File: src/design/atcrp_pkg.sv
// Package with register map, field layout and codes of the aux timer capture/reload block
package atcrp_pkg;
   // ==========================================================
   // Register byte offsets
   localparam logic [7:0] CRV_OFS      = 8'h1c;
   localparam logic [7:0] CORE_CTL_OFS = 8'h20;
   localparam logic [7:0] AUX_CTL_OFS  = 8'h24;
   localparam logic [7:0] PORT_SEL_OFS = 8'h28;
   localparam logic [7:0] AUX_TMR_OFS  = 8'h2c;
   localparam logic [7:0] CORE_TMR_OFS = 8'h30;
   // ==========================================================
   // Field positions in the control words
   localparam int EN_BIT   = 15;
   localparam int CLR_BIT  = 14;
   localparam int CE_LSB   = 12;
   localparam int BPS_LSB  = 11;
   localparam int OTL_BIT  = 10;
   localparam int PTS_BIT  = 10;
   localparam int OE_BIT   = 9;
   localparam int RC_BIT   = 9;
   localparam int UD_BIT   = 7;
   localparam int RUN_BIT  = 6;
   localparam int MODE_LSB = 3;
   localparam int INP_LSB  = 0;
   localparam int SRC_BIT  = 0;
   // ==========================================================
   // Reset values
   localparam logic [15:0] TMR_RST    = 16'h0000;
   localparam logic [15:0] CRV_RST    = 16'h0000;
   localparam logic [1:0]  BPS_RST    = 2'h0;
   localparam logic [31:0] RD_RST     = 32'h0000_0000;
   // ==========================================================
   // Block prescaler codes and last count of each division
   localparam logic [1:0] BPS_DIV2  = 2'h1;
   localparam logic [1:0] BPS_DIV4  = 2'h0;
   localparam logic [1:0] BPS_DIV8  = 2'h3;
   localparam logic [3:0] LAST_DIV2 = 4'h1;
   localparam logic [3:0] LAST_DIV4 = 4'h3;
   localparam logic [3:0] LAST_DIV8 = 4'h7;
   localparam logic [3:0] LAST_DIV16 = 4'hf;
   // ==========================================================
   // Timer modes and capture edge codes
   localparam logic [2:0] MODE_TIMER   = 3'h0;
   localparam logic [2:0] MODE_COUNTER = 3'h1;
   localparam logic [2:0] MODE_GATE_LO = 3'h2;
   localparam logic [2:0] MODE_GATE_HI = 3'h3;
   localparam logic [1:0] CE_OFF  = 2'h0;
   localparam logic [1:0] CE_A    = 2'h1;
   localparam logic [1:0] CE_B    = 2'h2;
   localparam logic [1:0] CE_BOTH = 2'h3;
   // ==========================================================
   // Common timer control fields
   typedef struct packed {
      logic       ud;  // Bit 7: count down
      logic       run; // Bit 6: run
      logic [2:0] mode;
      logic [2:0] inp;
   } atcrp_tctl_t;
endpackage

File: src/design/atcrp_top.sv
// Aux timer group: core/aux timers, capture/reload register, prescalers, APB slave
//
// Our own choices: the APB interface to the registers and the address map.
`timescale 1ns/1ps
`default_nettype none
module atcrp_top
(
   // Clock and reset
   input  wire logic        clock,
   input  wire logic        rst_n,
   // APB slave
   input  wire logic        psel,
   input  wire logic        penable,
   input  wire logic        pwrite,
   input  wire logic [7:0]  paddr,
   input  wire logic [31:0] pwdata,
   output logic [31:0]      prdata,
   output logic             pready,
   output logic             pslverr,
   // External pins
   input  wire logic        aux_count_pin,
   input  wire logic        core_count_pin,
   input  wire logic        capture_pin,
   input  wire logic        position_count_input,
   input  wire logic        position_direction_input,
   // Position timer read strobes
   input  wire logic        main_read_pulse,
   input  wire logic        other_read_pulse,
   // Events and pins out
   output logic             toggle_output_pin,
   output logic             core_underflow_pulse,
   output logic             core_timer_irq_line,
   output logic             aux_timer_irq_line,
   output logic             capture_irq_line
);
   // ==========================================================
   // Registers
   logic [15:0]        core_timer;
   logic [15:0]        aux_timer;
   logic [15:0]        capture_reload_value;
   atcrp_pkg::atcrp_tctl_t tctl [2];
   logic               core_reload_enable;
   logic               core_clear_on_capture;
   logic [1:0]         block_prescale_select;
   logic               core_toggle_latch;
   logic               core_output_enable;
   logic               aux_capture_enable;
   logic               aux_clear_on_capture;
   logic [1:0]         capture_edge_select;
   logic               position_trigger_select;
   logic               aux_remote_run;
   logic               read_capture_source_select;
   logic [3:0]         bcnt;
   logic [6:0]         pcnt;
   logic [4:0]         sync1;
   logic [4:0]         sync2;
   logic [4:0]         samp;
   // ==========================================================
   // APB decode
   wire        setup   = psel & ~penable;
   wire        access  = psel & penable & pready;
   wire        wr      = access & pwrite;
   wire        hit_cap = paddr == atcrp_pkg::CRV_OFS;
   wire        hit_cct = paddr == atcrp_pkg::CORE_CTL_OFS;
   wire        hit_act = paddr == atcrp_pkg::AUX_CTL_OFS;
   wire        hit_psl = paddr == atcrp_pkg::PORT_SEL_OFS;
   wire        hit_atm = paddr == atcrp_pkg::AUX_TMR_OFS;
   wire        hit_ctm = paddr == atcrp_pkg::CORE_TMR_OFS;
   wire        mapped  = hit_cap | hit_cct | hit_act | hit_psl | hit_atm | hit_ctm;
   wire        wr_cct  = wr & hit_cct;
   wire        wr_act  = wr & hit_act;
   wire        wr_atm  = wr & hit_atm;
   wire        wr_ctm  = wr & hit_ctm;
   wire [15:0] cct_rd  = {core_reload_enable, core_clear_on_capture, 1'b0,
                          block_prescale_select, core_toggle_latch, core_output_enable,
                          1'b0, tctl[1]};
   wire [15:0] act_rd  = {aux_capture_enable, aux_clear_on_capture, capture_edge_select,
                          1'b0, position_trigger_select, aux_remote_run, 1'b0, tctl[0]};
   wire [15:0] rd_word = hit_cap ? capture_reload_value :
                         hit_cct ? cct_rd :
                         hit_act ? act_rd :
                         hit_psl ? {15'h0000, read_capture_source_select} :
                         hit_atm ? aux_timer :
                         hit_ctm ? core_timer : 16'h0000;

   // Answer in the cycle after setup, read data taken at setup
   always_ff @(posedge clock or negedge rst_n)
   begin
      if (!rst_n)
      begin
         pready  <= 1'b0;
         pslverr <= 1'b0;
         prdata  <= atcrp_pkg::RD_RST;
      end
      else
      begin
         pready  <= setup;
         pslverr <= setup & ~mapped;
         if (setup)
         begin
            prdata <= {16'h0000, rd_word};
         end
      end
   end

   // ==========================================================
   // Block prescaler: basic clock tick
   wire [3:0] blast = (block_prescale_select == atcrp_pkg::BPS_DIV2) ? atcrp_pkg::LAST_DIV2 :
                      (block_prescale_select == atcrp_pkg::BPS_DIV4) ? atcrp_pkg::LAST_DIV4 :
                      (block_prescale_select == atcrp_pkg::BPS_DIV8) ? atcrp_pkg::LAST_DIV8 :
                      atcrp_pkg::LAST_DIV16;
   wire       btick = bcnt == blast;

   // Basic clock divider and timer prescaler chain
   always_ff @(posedge clock or negedge rst_n)
   begin
      if (!rst_n)
      begin
         bcnt <= 4'h0;
         pcnt <= 7'h00;
      end
      else
      begin
         bcnt <= btick ? 4'h0 : bcnt + 4'h1;
         if (btick)
         begin
            pcnt <= pcnt + 7'h01;
         end
      end
   end

   // ==========================================================
   // Pin synchronisers and basic-clock sampling
   wire [4:0] pins = {position_direction_input, position_count_input, capture_pin,
                      core_count_pin, aux_count_pin};
   wire [4:0] rise;
   wire [4:0] fall;
   genvar k;
   generate
      for (k = 0; k < 5; k++)
      begin : g_pin
         always_ff @(posedge clock or negedge rst_n)
         begin
            if (!rst_n)
            begin
               sync1[k] <= 1'b0;
               sync2[k] <= 1'b0;
               samp[k]  <= 1'b0;
            end
            else
            begin
               sync1[k] <= pins[k];
               sync2[k] <= sync1[k];
               if (btick)
               begin
                  samp[k] <= sync2[k];
               end
            end
         end
         // Two consecutive samples differing mark a transition
         assign rise[k] = btick & sync2[k] & ~samp[k];
         assign fall[k] = btick & ~sync2[k] & samp[k];
      end
   endgenerate

   // ==========================================================
   // Per-timer count tick, step and wrap (0 aux, 1 core)
   logic [15:0] tcur [2];
   logic [15:0] step [2];
   logic [1:0]  cnt_tick;
   logic [1:0]  wrap;
   assign tcur[0] = aux_timer;
   assign tcur[1] = core_timer;
   genvar t;
   generate
      for (t = 0; t < 2; t++)
      begin : g_tmr
         wire [6:0] mask   = ~(7'h7f << tctl[t].inp);
         wire       pre    = btick & ((pcnt & mask) == mask);
         wire       run    = (t == 0 && aux_remote_run) ? tctl[1].run : tctl[t].run;
         wire       gate   = (tctl[t].mode == atcrp_pkg::MODE_GATE_LO) ? ~sync2[t] :
                             (tctl[t].mode == atcrp_pkg::MODE_GATE_HI) ? sync2[t] : 1'b1;
         wire       ext    = (tctl[t].inp[0] & rise[t]) | (tctl[t].inp[1] & fall[t]);
         wire       timed  = tctl[t].mode <= atcrp_pkg::MODE_GATE_HI;
         wire       is_cnt = tctl[t].mode == atcrp_pkg::MODE_COUNTER;
         assign cnt_tick[t] = run & (is_cnt ? ext : (timed & gate & pre));
         assign step[t] = tctl[t].ud ? tcur[t] - 16'h0001 : tcur[t] + 16'h0001;
         // Up wraps at all-ones, down wraps at zero
         assign wrap[t] = cnt_tick[t] &
                          (tctl[t].ud ? tcur[t] == 16'h0000 : tcur[t] == 16'hffff);
      end
   endgenerate

   // ==========================================================
   // Capture trigger selection
   wire pos_a   = rise[3] | fall[3];
   wire pos_b   = rise[4] | fall[4];
   wire rd_trig = main_read_pulse | (read_capture_source_select & other_read_pulse);
   wire pos_trig = (capture_edge_select == atcrp_pkg::CE_A) ? pos_a :
                   (capture_edge_select == atcrp_pkg::CE_B) ? pos_b :
                   (capture_edge_select == atcrp_pkg::CE_BOTH) ? (pos_a | pos_b) : 1'b0;
   wire pin_trig = (capture_edge_select == atcrp_pkg::CE_A) ? (rise[2] | rd_trig) :
                   (capture_edge_select == atcrp_pkg::CE_B) ? fall[2] :
                   (capture_edge_select == atcrp_pkg::CE_BOTH) ? (rise[2] | fall[2]) : 1'b0;
   wire cap_trig = position_trigger_select ? pos_trig : pin_trig;
   wire do_cap   = cap_trig & aux_capture_enable;
   wire clr_aux  = cap_trig & aux_clear_on_capture;
   wire clr_core = cap_trig & core_clear_on_capture;
   wire reload   = wrap[1] & core_reload_enable;

   // ==========================================================
   // Control registers
   always_ff @(posedge clock or negedge rst_n)
   begin
      if (!rst_n)
      begin
         tctl[0]                    <= '0;
         tctl[1]                    <= '0;
         core_reload_enable         <= 1'b0;
         core_clear_on_capture      <= 1'b0;
         block_prescale_select      <= atcrp_pkg::BPS_RST;
         core_output_enable         <= 1'b0;
         aux_capture_enable         <= 1'b0;
         aux_clear_on_capture       <= 1'b0;
         capture_edge_select        <= atcrp_pkg::CE_OFF;
         position_trigger_select    <= 1'b0;
         aux_remote_run             <= 1'b0;
         read_capture_source_select <= 1'b0;
      end
      else
      begin
         if (wr_cct)
         begin
            tctl[1]               <= pwdata[7:0];
            core_reload_enable    <= pwdata[atcrp_pkg::EN_BIT];
            core_clear_on_capture <= pwdata[atcrp_pkg::CLR_BIT];
            block_prescale_select <= pwdata[atcrp_pkg::BPS_LSB +: 2];
            core_output_enable    <= pwdata[atcrp_pkg::OE_BIT];
         end
         if (wr_act)
         begin
            tctl[0]                 <= pwdata[7:0];
            aux_capture_enable      <= pwdata[atcrp_pkg::EN_BIT];
            aux_clear_on_capture    <= pwdata[atcrp_pkg::CLR_BIT];
            capture_edge_select     <= pwdata[atcrp_pkg::CE_LSB +: 2];
            position_trigger_select <= pwdata[atcrp_pkg::PTS_BIT];
            aux_remote_run          <= pwdata[atcrp_pkg::RC_BIT];
         end
         if (wr & hit_psl)
         begin
            read_capture_source_select <= pwdata[atcrp_pkg::SRC_BIT];
         end
      end
   end

   // ==========================================================
   // Timers, capture/reload register and toggle latch
   always_ff @(posedge clock or negedge rst_n)
   begin
      if (!rst_n)
      begin
         aux_timer            <= atcrp_pkg::TMR_RST;
         core_timer           <= atcrp_pkg::TMR_RST;
         capture_reload_value <= atcrp_pkg::CRV_RST;
         core_toggle_latch    <= 1'b0;
      end
      else
      begin
         if (wr_atm)
            aux_timer <= pwdata[15:0];
         else if (clr_aux)
            aux_timer <= 16'h0000;
         else if (cnt_tick[0])
            aux_timer <= step[0];
         if (wr_ctm)
            core_timer <= pwdata[15:0];
         else if (clr_core)
            core_timer <= 16'h0000;
         else if (reload)
            core_timer <= capture_reload_value;
         else if (cnt_tick[1])
            core_timer <= step[1];
         // Capture wins over a software write in the same cycle
         if (do_cap)
            capture_reload_value <= aux_timer;
         else if (wr & hit_cap)
            capture_reload_value <= pwdata[15:0];
         if (wrap[1])
            core_toggle_latch <= ~core_toggle_latch;
         else if (wr_cct)
            core_toggle_latch <= pwdata[atcrp_pkg::OTL_BIT];
      end
   end

   // Registered event pulses and toggle pin
   always_ff @(posedge clock or negedge rst_n)
   begin
      if (!rst_n)
      begin
         core_underflow_pulse <= 1'b0;
         core_timer_irq_line  <= 1'b0;
         aux_timer_irq_line   <= 1'b0;
         capture_irq_line     <= 1'b0;
         toggle_output_pin    <= 1'b0;
      end
      else
      begin
         core_underflow_pulse <= wrap[1];
         core_timer_irq_line  <= wrap[1];
         aux_timer_irq_line   <= wrap[0];
         capture_irq_line     <= cap_trig;
         toggle_output_pin    <= core_toggle_latch & core_output_enable;
      end
   end
endmodule
`default_nettype wire

File: config.mk
export PLATFORM = sky130hd
export DESIGN_NAME = atcrp_top
export DESIGN_NICKNAME = d
export VERILOG_FILES = /design/src/design/atcrp_pkg.sv /design/src/design/atcrp_top.sv
export SDC_FILE = /design/constraint.sdc
export NUM_CORES = 1
export LEC_CHECK = 0
export BUFFER_PORTS_ARGS = -buffer_cell sky130_fd_sc_hd__buf_4
export CAP_MARGIN = 40
export CORE_MARGIN = 3
export CORE_UTILIZATION = 59
export DETAILED_ROUTE_END_ITERATION = 8
export GPL_TIMING_DRIVEN = 0
export PLACE_DENSITY = 0.8
export SYNTH_ARGS = -nofsm -noshare
export SYNTH_HDL_FRONTEND = slang
export SYNTH_SLANG_ARGS = --single-unit
File: constraint.sdc
create_clock -name clock -period 3.58 [get_ports clock]
set_input_delay 0.716 -clock clock [delete_from_list [all_inputs] [get_ports clock]]
set_output_delay 0.716 -clock clock [all_outputs]
set_load 0.03 [all_outputs]
---- After elaboration in Yosys (flattened, before gate mapping) ----
Cells that the tools add are included.
word-level totals
  input bits .............................. 52
  logic and storage cells ................. 205
  flip-flop bits (word level) ............. 125
  output and inout bits ................... 39
cells by class
  equality and inequality tests ........... 22
  shifts and indexed selects .............. 2
  reduce and logical (&&, ||, !) cells .... 7
  bitwise operators ....................... 81
  $add $sub $neg .......................... 6
  order comparisons ....................... 2
  mux-type cells .......................... 39
operators by type and width
  cell                   count
  $mux 16                17
  $and 1x1->1            51
  $eq 8x6->1 const B     5
  $add 16x1->16 const B  2
  $eq 16x16->1 const B   2
  $logic_not 16->1       2
  $sub 16x1->16 const B  2
  $mux 1                 18
  $mux 4                 4
  $and 7x7->7            2
  $eq 7x7->1             2
  $not 7->7              2
  $shl 7x3->7 const A    2
  $not 1->1              13
  $or 1x1->1             13
  $eq 3x2->1 const B     4
  $eq 8x5->1 const B     1
  $add 7x1->7 const B    1
  $eq 2x2->1 const B     3
  $eq 3x1->1 const B     2
  $le 3x2->1 const B     2
  $add 4x1->4 const B    1
  $eq 2x1->1 const B     2
  $eq 4x4->1             1
  other kinds (4)        5

---- Logic depth before layout (Yosys ltp) ----
Gate-level depths: netlist (run 1).
  depth after elaboration ................. 16
  gate-level depth with buffers ........... 11
  depth with buffers taken out ............ 10

---- Least setup slack after synthesis (run 1) ----
Ideal clock, no wire load.
  kind .................................... reg-to-reg
  from .................................... reg tctl (netlist bit act_rd[7])
  to ...................................... reg aux_timer[14]
  stages on the path, launching flop included .. 10
  data required time ...................... 3456 ps
  path buffers ............................ 0
  arrival ................................. 2709 ps
  library setup time ...................... 124 ps
  setup slack ............................. 747 ps
  period minus slack after synthesis ...... 2833 ps
  path through ............................ dfrtp_1 > fa_1 > a211oi_1 > o21ai_0 > a21o_1 > a2111oi_0 > o31ai_1 > xor2_1 > o21ai_0 > a21oi_1
between the ends
  cells in the longest elaborated chain, start to end .. 4
RTL lines
  what                  line              RTL
  from (decl)           atcrp_top.sv:41   atcrp_pkg::atcrp_tctl_t tctl [2];
  $mux 16               atcrp_top.sv:187  assign step[t] = tctl[t].ud ? tcur[t] - 16'h0001 : tcur[t] + 16'h0001;
  $mux 16               atcrp_top.sv:273  else if (cnt_tick[0])
  $mux 16               atcrp_top.sv:271  else if (clr_aux)
  $mux 16               atcrp_top.sv:269  if (wr_atm)
  to (signal assigned)  atcrp_top.sv:262  aux_timer <= atcrp_pkg::TMR_RST;
  to (signal assigned)  atcrp_top.sv:270  aux_timer <= pwdata[15:0];
  to (signal assigned)  atcrp_top.sv:274  aux_timer <= step[0];
  to (decl)             atcrp_top.sv:39   logic [15:0] aux_timer;
Every way passes these cells. The select of a mux whose other input is x is not followed.
A chain may end at the register's enable or synchronous reset.

---- Worst setup path in the final report (run 1) ----
Same ends and word-level chain as after synthesis.

==> impl_metrics.tcl, run 1 <==
set metrics [dict create \
    status "finished clean" \
    synthArstFlopShare 1.000 \
    clockRootBuffer "clkbuf_16" \
    antenna_found_initial 0 \
    finalHoldViolCount 0 \
    layout_min_cycle_time_ns 3.310 \
    synth_area_mm2 0.007709 \
    vias 6971 \
    power_mw 3.582 \
    synth_seq_cells 125 \
    reg2reg_depth 9 \
    p_int_mw 2.659 \
    p_clk_frac 0.481 \
    grt-ovfl-total 0 \
    worstMarginPinSlew_ns 0.9893 \
    drive_above_1_share 0.1789 \
    rows 41 \
    nFillCells 1017 \
    slowest_delay_ns 0.63 \
    path_buf_inv 0 \
    cp-end-kind "register" \
    setup_viol_count_final 0 \
    grt_max_degree 94 \
    drc 0 \
    crit_type "register to register" \
    slew_viol_final 0 \
    clkSinkCount 125 \
    yosysMostFrequentCell "dfrtp_1" \
    synth_common_cells "125 x dfrtp_1, 106 x nand2_1, 83 x nor2_1" \
    path_cells "fa_1, a211oi_1, o21ai_0, a21o_1, a2111oi_1, o31ai_1, xor2_1, o21ai_0, a21oi_1" \
    power_leakage_nw 4.371 \
    peakVddDrop_uv 403.1 \
    die_y_um 120.3 \
    combPwrFrac 0.084 \
    yosysSeqAreaShare 0.4058 \
    start_util 0.6059 \
    cts_tree "done" \
    wl_per_cell_um 19.83 \
    synth-main-ff-cell "dfrtp_1" \
    p_sw_uw 922.7 \
    portBuffers 57 \
    antenna_cells 0 \
    hp-class "input pin to asynchronous set/reset pin" \
    seqPwrFrac 0.435 \
    synth_top_area_share 0.4058 \
    critPathMostFrequentCell "o21ai_0" \
    synth-edff-count 0 \
    required_ns 3.88 \
    grt_pass1_wl_um 35350 \
    maxSlewHeadroom 0.3391 \
    core_mm2 0.01272 \
    ys_types 72 \
    nets 1010 \
    die_w_um 120.3 \
    grt_pass1_vias 6469 \
    syn_inst 834 \
    cp.depth 9 \
    syn-mean-instance-area_um2 9.243 \
    critPathTopFamily "compound AO/OA/AOI/OAI gates" \
    rsz0062_at_grt "no" \
    cts_inserted_buffers 17 \
    fin_crit_sh 0.9247 \
    io_pins 91 \
    routabilityCongestion 0.9918 \
    swShare 0.2576 \
    tns_ns 0 \
    track_usage 0.3163 \
    clock_latency_ns 0.42 \
    synth_area_leaders "dfrtp_1 41%, nand2_1 5.2%, ha_1 4.9%" \
    cts.clk_slew.worst_paths_ns 0.06 \
    p_per_area_mw_per_mm2 396.5 \
    yosysTopAreaCell "dfrtp_1" \
    area_growth_syn_to_layout_pct 17.19 \
    slowest_stage "a2111oi_1" \
    via_per_inst 6.275 \
    dr.pass1.iters 7 \
    die-area_mm2 0.01447 \
    cp_max_fo 16 \
    start_kind "register" \
    maxCapViolations 0 \
    ant_nets 0 \
    cts_htree_levels 4 \
    postCtsHoldBufs 0 \
    drtIter0Drc 823 \
    critPathArrivalTime_ns 3.61 \
    clockBufferDepth 2 \
    dp_hpwl_um 16230 \
    max_freq_ghz 0.3021 \
    wl_um 22030 \
    yosys_warnings 0 \
    final.setup_skew_ns 0.004778 \
]
final timing paths:
path                                                   to                  start  slack [ns]
worst max register to register  aux_timer[14]$_DFFE_PN0P_  act_rd[7]$_DFFE_PN0P_        0.27
worst max-delay path            aux_timer[14]$_DFFE_PN0P_  act_rd[7]$_DFFE_PN0P_        0.27
worst min-delay path                    bcnt[0]$_DFF_PN0_                  rst_n        0.17
worst min register to register         sync2[3]$_DFF_PN0_     sync1[3]$_DFF_PN0_        0.35
min in group clock                     sync2[3]$_DFF_PN0_     sync1[3]$_DFF_PN0_        0.35
max in group asynchronous           act_rd[1]$_DFFE_PN0P_                  rst_n        2.65
final cells by class:
class | instances | area [um^2] | area share
plain buffers | 51 | 290.3 | 0.03213
well taps | 172 | 215.2 | 0.02382
clock buffers | 19 | 452.9 | 0.05014
multi-input cells | 654 | 4277 | 0.4734
clock inverters | 13 | 140.1 | 0.01551
flip-flops and latches | 125 | 3128 | 0.3463
inverters | 19 | 71.32 | 0.007895
repair buffers | 58 | 459.2 | 0.05083
through the flow:
stage	instances	worst slack (ns)	utilization	area, um^2	hold slack (ns)
after detailed placement	1079	0.02871	0.6634	8439	0.3395
after global routing	1111	0.05037	0.7101	9034	0.1878
after CTS	1111	0.1829	0.7100	9032	0.1689
final	1111	0.2696	0.7101	9034	0.1673
after global placement	1078	0.07739	0.6609	8408	0.3326
after floorplan	849	0.7466	-	7765	0.3312
flip-flops by register name (all words and copies together), names as in the netlist, 2 cells and up:
name,flops
aux_timer,16
capture_reload_value,16
core_timer,16
prdata,16
act_rd,8
cct_rd,7
pcnt,7
samp,5
sync1,5
sync2,5
bcnt,4
block_prescale_select,2
capture_edge_select,2
power groups by stage:
stage / Combinational [mW] / Sequential [mW] / Clock, mW
4_1_cts: 0.301 / 1.55 / 1.73
6_report: 0.302 / 1.56 / 1.72
3_3_place_gp: 0.288 / 1.58 / 0
5_1_grt: 0.335 / 1.56 / 1.80
3_5_place_dp: 0.298 / 1.58 / 0
2_1_floorplan: 0.174 / 1.56 / 0
cell usage in the layout (no fill, tap or decap), types with 17 or more instances in the layout:
cell / count
a21oi_1: 69
buf_4: 76
clkbuf_1: 21
clkbuf_16: 17
dfrtp_1: 125
ha_1: 30
inv_1: 18
mux2_2: 27
mux2i_1: 20
nand2_1: 106
nor2_1: 83
o21ai_0: 55
xnor2_1: 17
xor2_1: 17
kinds of logic after synthesis:
family,count (synthesis),share of synthesized area
AO/OA/AOI/OAI,228,0.1957
flip-flops,125,0.4058
XOR/XNOR,34,0.03863
AND/OR/NAND/NOR,290,0.1795
buffers and inverters,70,0.04691
adder cells (fa/ha/maj),32,0.05389
multiplexers,54,0.07905
other,1,0.0004865
routing by layer:
| metal | track usage | vias to the layer above | share of wire |
|---|---|---|---|
| li1 | - | 3239 | - |
| met1 | 0.4429 | 3332 | 0.42 |
| met2 | 0.4795 | 341 | 0.45 |
| met3 | 0.06127 | 59 | 0.095 |
| met4 | 0.1452 | 0 | 0.039 |
| met5 | 0 | - | 0 |
what timing repair did:
item                                    CTS  global route
endpoints found under the setup margin    0             2
setup buffers                             0             0
resized for setup                         0             1
No activity file was read; power rests on OpenSTA's default activity.
==> run 2, diff against run 1 <==
--- a/config.mk
+++ b/config.mk
@@ -7,7 +7,6 @@
 export LEC_CHECK = 0
 export BUFFER_PORTS_ARGS = -buffer_cell sky130_fd_sc_hd__buf_4
 export CAP_MARGIN = 40
-export CORE_MARGIN = 3
 export CORE_UTILIZATION = 59
 export DETAILED_ROUTE_END_ITERATION = 8
 export GPL_TIMING_DRIVEN = 0
==> constraint.sdc (replaced) <==
create_clock -name clock -period 3.3 [get_ports clock]
set_input_delay 0.66 -clock clock [delete_from_list [all_inputs] [get_ports clock]]
set_output_delay 0.66 -clock clock [all_outputs]
set_load 0.03 [all_outputs]
==> impl_metrics.tcl, run 2 (synthesis gave the netlist of run 1 again) <==
set metrics [dict create \
    drc 0 \
    status "finished clean" \
    seqPwrFrac 0.435 \
    hp-class "input pin to asynchronous set/reset pin" \
    dpl_cell_area_mm2 0.008439 \
    setup_viol_count_final 0 \
    maxCapViolations 0 \
    cp_max_fo 20 \
    fin_util 0.7132 \
    critPathTopFamily "compound AO/OA/AOI/OAI gates" \
    clockRootBuffer "clkbuf_16" \
    wl_um 21870 \
    cts_htree_levels 4 \
    maxSlewHeadroom 0.4478 \
    wl_met2_um 9850 \
    power_mw 3.883 \
    required_ns 3.63 \
    p_sw_mw 1.027 \
    track_usage 0.3467 \
    layout_min_cycle_time_ns 3.034 \
    wl_met1_um 9021 \
    rsz0062_at_grt "no" \
    finalNonFillerCells 1111 \
    grt_pass1_vias 6554 \
    die-area_mm2 0.01353 \
    antenna_cells 0 \
    grt_max_degree 84 \
    combPwrFrac 0.084 \
    routabilityCongestion 1.015 \
    wl_per_cell_um 19.68 \
    slowest_delay_ns 0.80 \
    power_leakage_nw 4.361 \
    peakVddDrop_uv 359.2 \
    start_util 0.6084 \
    wl_met3_um 2039 \
    path_buf_inv 0 \
    portBuffers 57 \
    rows 41 \
    ctsResizeCount 1 \
    path_cells "ha_1, a211oi_1, nor4_1, nor2_1, a211o_1, nor4_1, a311oi_1, mux2i_1, a211oi_1" \
    nFillCells 999 \
    drtIter0Drc 731 \
    tns_ns 0 \
    antenna_found_initial 0 \
    io_pins 91 \
    drive_above_1_share 0.1800 \
    cts.clk_slew.worst_paths_ns 0.06 \
    slew_viol_final 0 \
    start_kind "register" \
    fin_crit_sh 0.9194 \
    multi_input_area_mm2 0.004282 \
    slowest_stage "dfrtp_1" \
    grt-ovfl-total 0 \
    layout_commonest_cell "dfrtp_1" \
    final.setup_skew_ns 0.007181 \
    die_y_um 116.3 \
    critPathArrivalTime_ns 3.37 \
    clkSinkCount 125 \
    worstMarginPinSlew_ns 0.8219 \
    finish.instance_area_mm2 0.009037 \
    postCtsHoldBufs 0 \
    dr.pass1.iters 7 \
    cp-end-kind "register" \
    ant_nets 0 \
    finalHoldViolCount 0 \
    die_w_um 116.3 \
    area_growth_syn_to_layout_pct 17.24 \
    crit_type "register to register" \
    vias 6924 \
    grt_pass1_wl_um 34890 \
    final_cell_mix "124 x dfrtp_1, 106 x nand2_1, 83 x nor2_1" \
    p_per_area_mw_per_mm2 429.7 \
    nets 1010 \
    p_clk_frac 0.481 \
    max_freq_ghz 0.3296 \
    top_layer "met4" \
    cts_inserted_buffers 17 \
    area.sequential_mm2 0.003129 \
    p_int_mw 2.856 \
    placed_cells 1079 \
    cts_tree "done" \
    clock_latency_ns 0.43 \
    clockBufferDepth 2 \
    swShare 0.2644 \
    cts_setup_buffers 0 \
    dp_hpwl_um 15800 \
    via_per_inst 6.232 \
    core_mm2 0.01267 \
]
==> run 2: path summary, 6_finish.rpt <==
path / from / endpoint / depth (start not counted) / slack [ns]
min in group clock: aux_count_pin / sync1[0]$_DFF_PN0_ / 1 / 0.34
min: rst_n / bcnt[0]$_DFF_PN0_ / 1 / 0.14
max in group asynchronous: rst_n / act_rd[7]$_DFFE_PN0P_ / 2 / 2.38
max reg2reg: cct_rd[7]$_DFFE_PN0P_ / core_timer[15]$_DFFE_PN0P_ / 9 / 0.27
max: cct_rd[7]$_DFFE_PN0P_ / core_timer[15]$_DFFE_PN0P_ / 9 / 0.27
min reg2reg: sync1[1]$_DFF_PN0_ / sync2[1]$_DFF_PN0_ / 0 / 0.35
==> run 2: layout make-up <==
class	count	share of cell area
well taps	172	0.02381
clock inverters	14	0.01786
clock buffers	18	0.04749
flip-flops and latches	125	0.3463
inverters	19	0.007891
repair buffers	58	0.05081
multi-input cells	654	0.4738
plain buffers	51	0.03212
==> run 2: per-stage QoR <==
stage | hold WS [ns] | setup slack, ns
after floorplan | 0.3312 | 0.4666
after global placement | 0.3337 | -0.05667
after detailed placement | 0.3356 | -0.05286
after CTS | 0.1517 | 0.1103
after global routing | 0.1811 | 0.002033
final | 0.1402 | 0.2660
==> run 2: worst reg2reg max path, stage by stage (launching register included) <==
cell and delay (ns):
dfrtp_1 0.80, ha_1 0.38, a211oi_1 0.36, nor4_1 0.09, nor2_1 0.18, a211o_1 0.26, nor4_1 0.08, a311oi_1 0.43
mux2i_1 0.15, a211oi_1 0.23
==> run 2: metal layers <==
metal  GRT usage  vias to the layer above
li1            -                     3233
met1      0.4666                     3265
met2      0.5373                      354
met3     0.06746                       72
met4      0.1718                        0
met5           0                        -
==> run 2: power groups by stage <==
stage / combinational (mW) / clock (mW) / sequential [mW]
floorplan: 0.189 / 0 / 1.69
global placement: 0.314 / 0 / 1.71
detailed placement: 0.322 / 0 / 1.71
CTS: 0.325 / 1.88 / 1.68
global route: 0.363 / 1.93 / 1.70
finish: 0.328 / 1.87 / 1.69
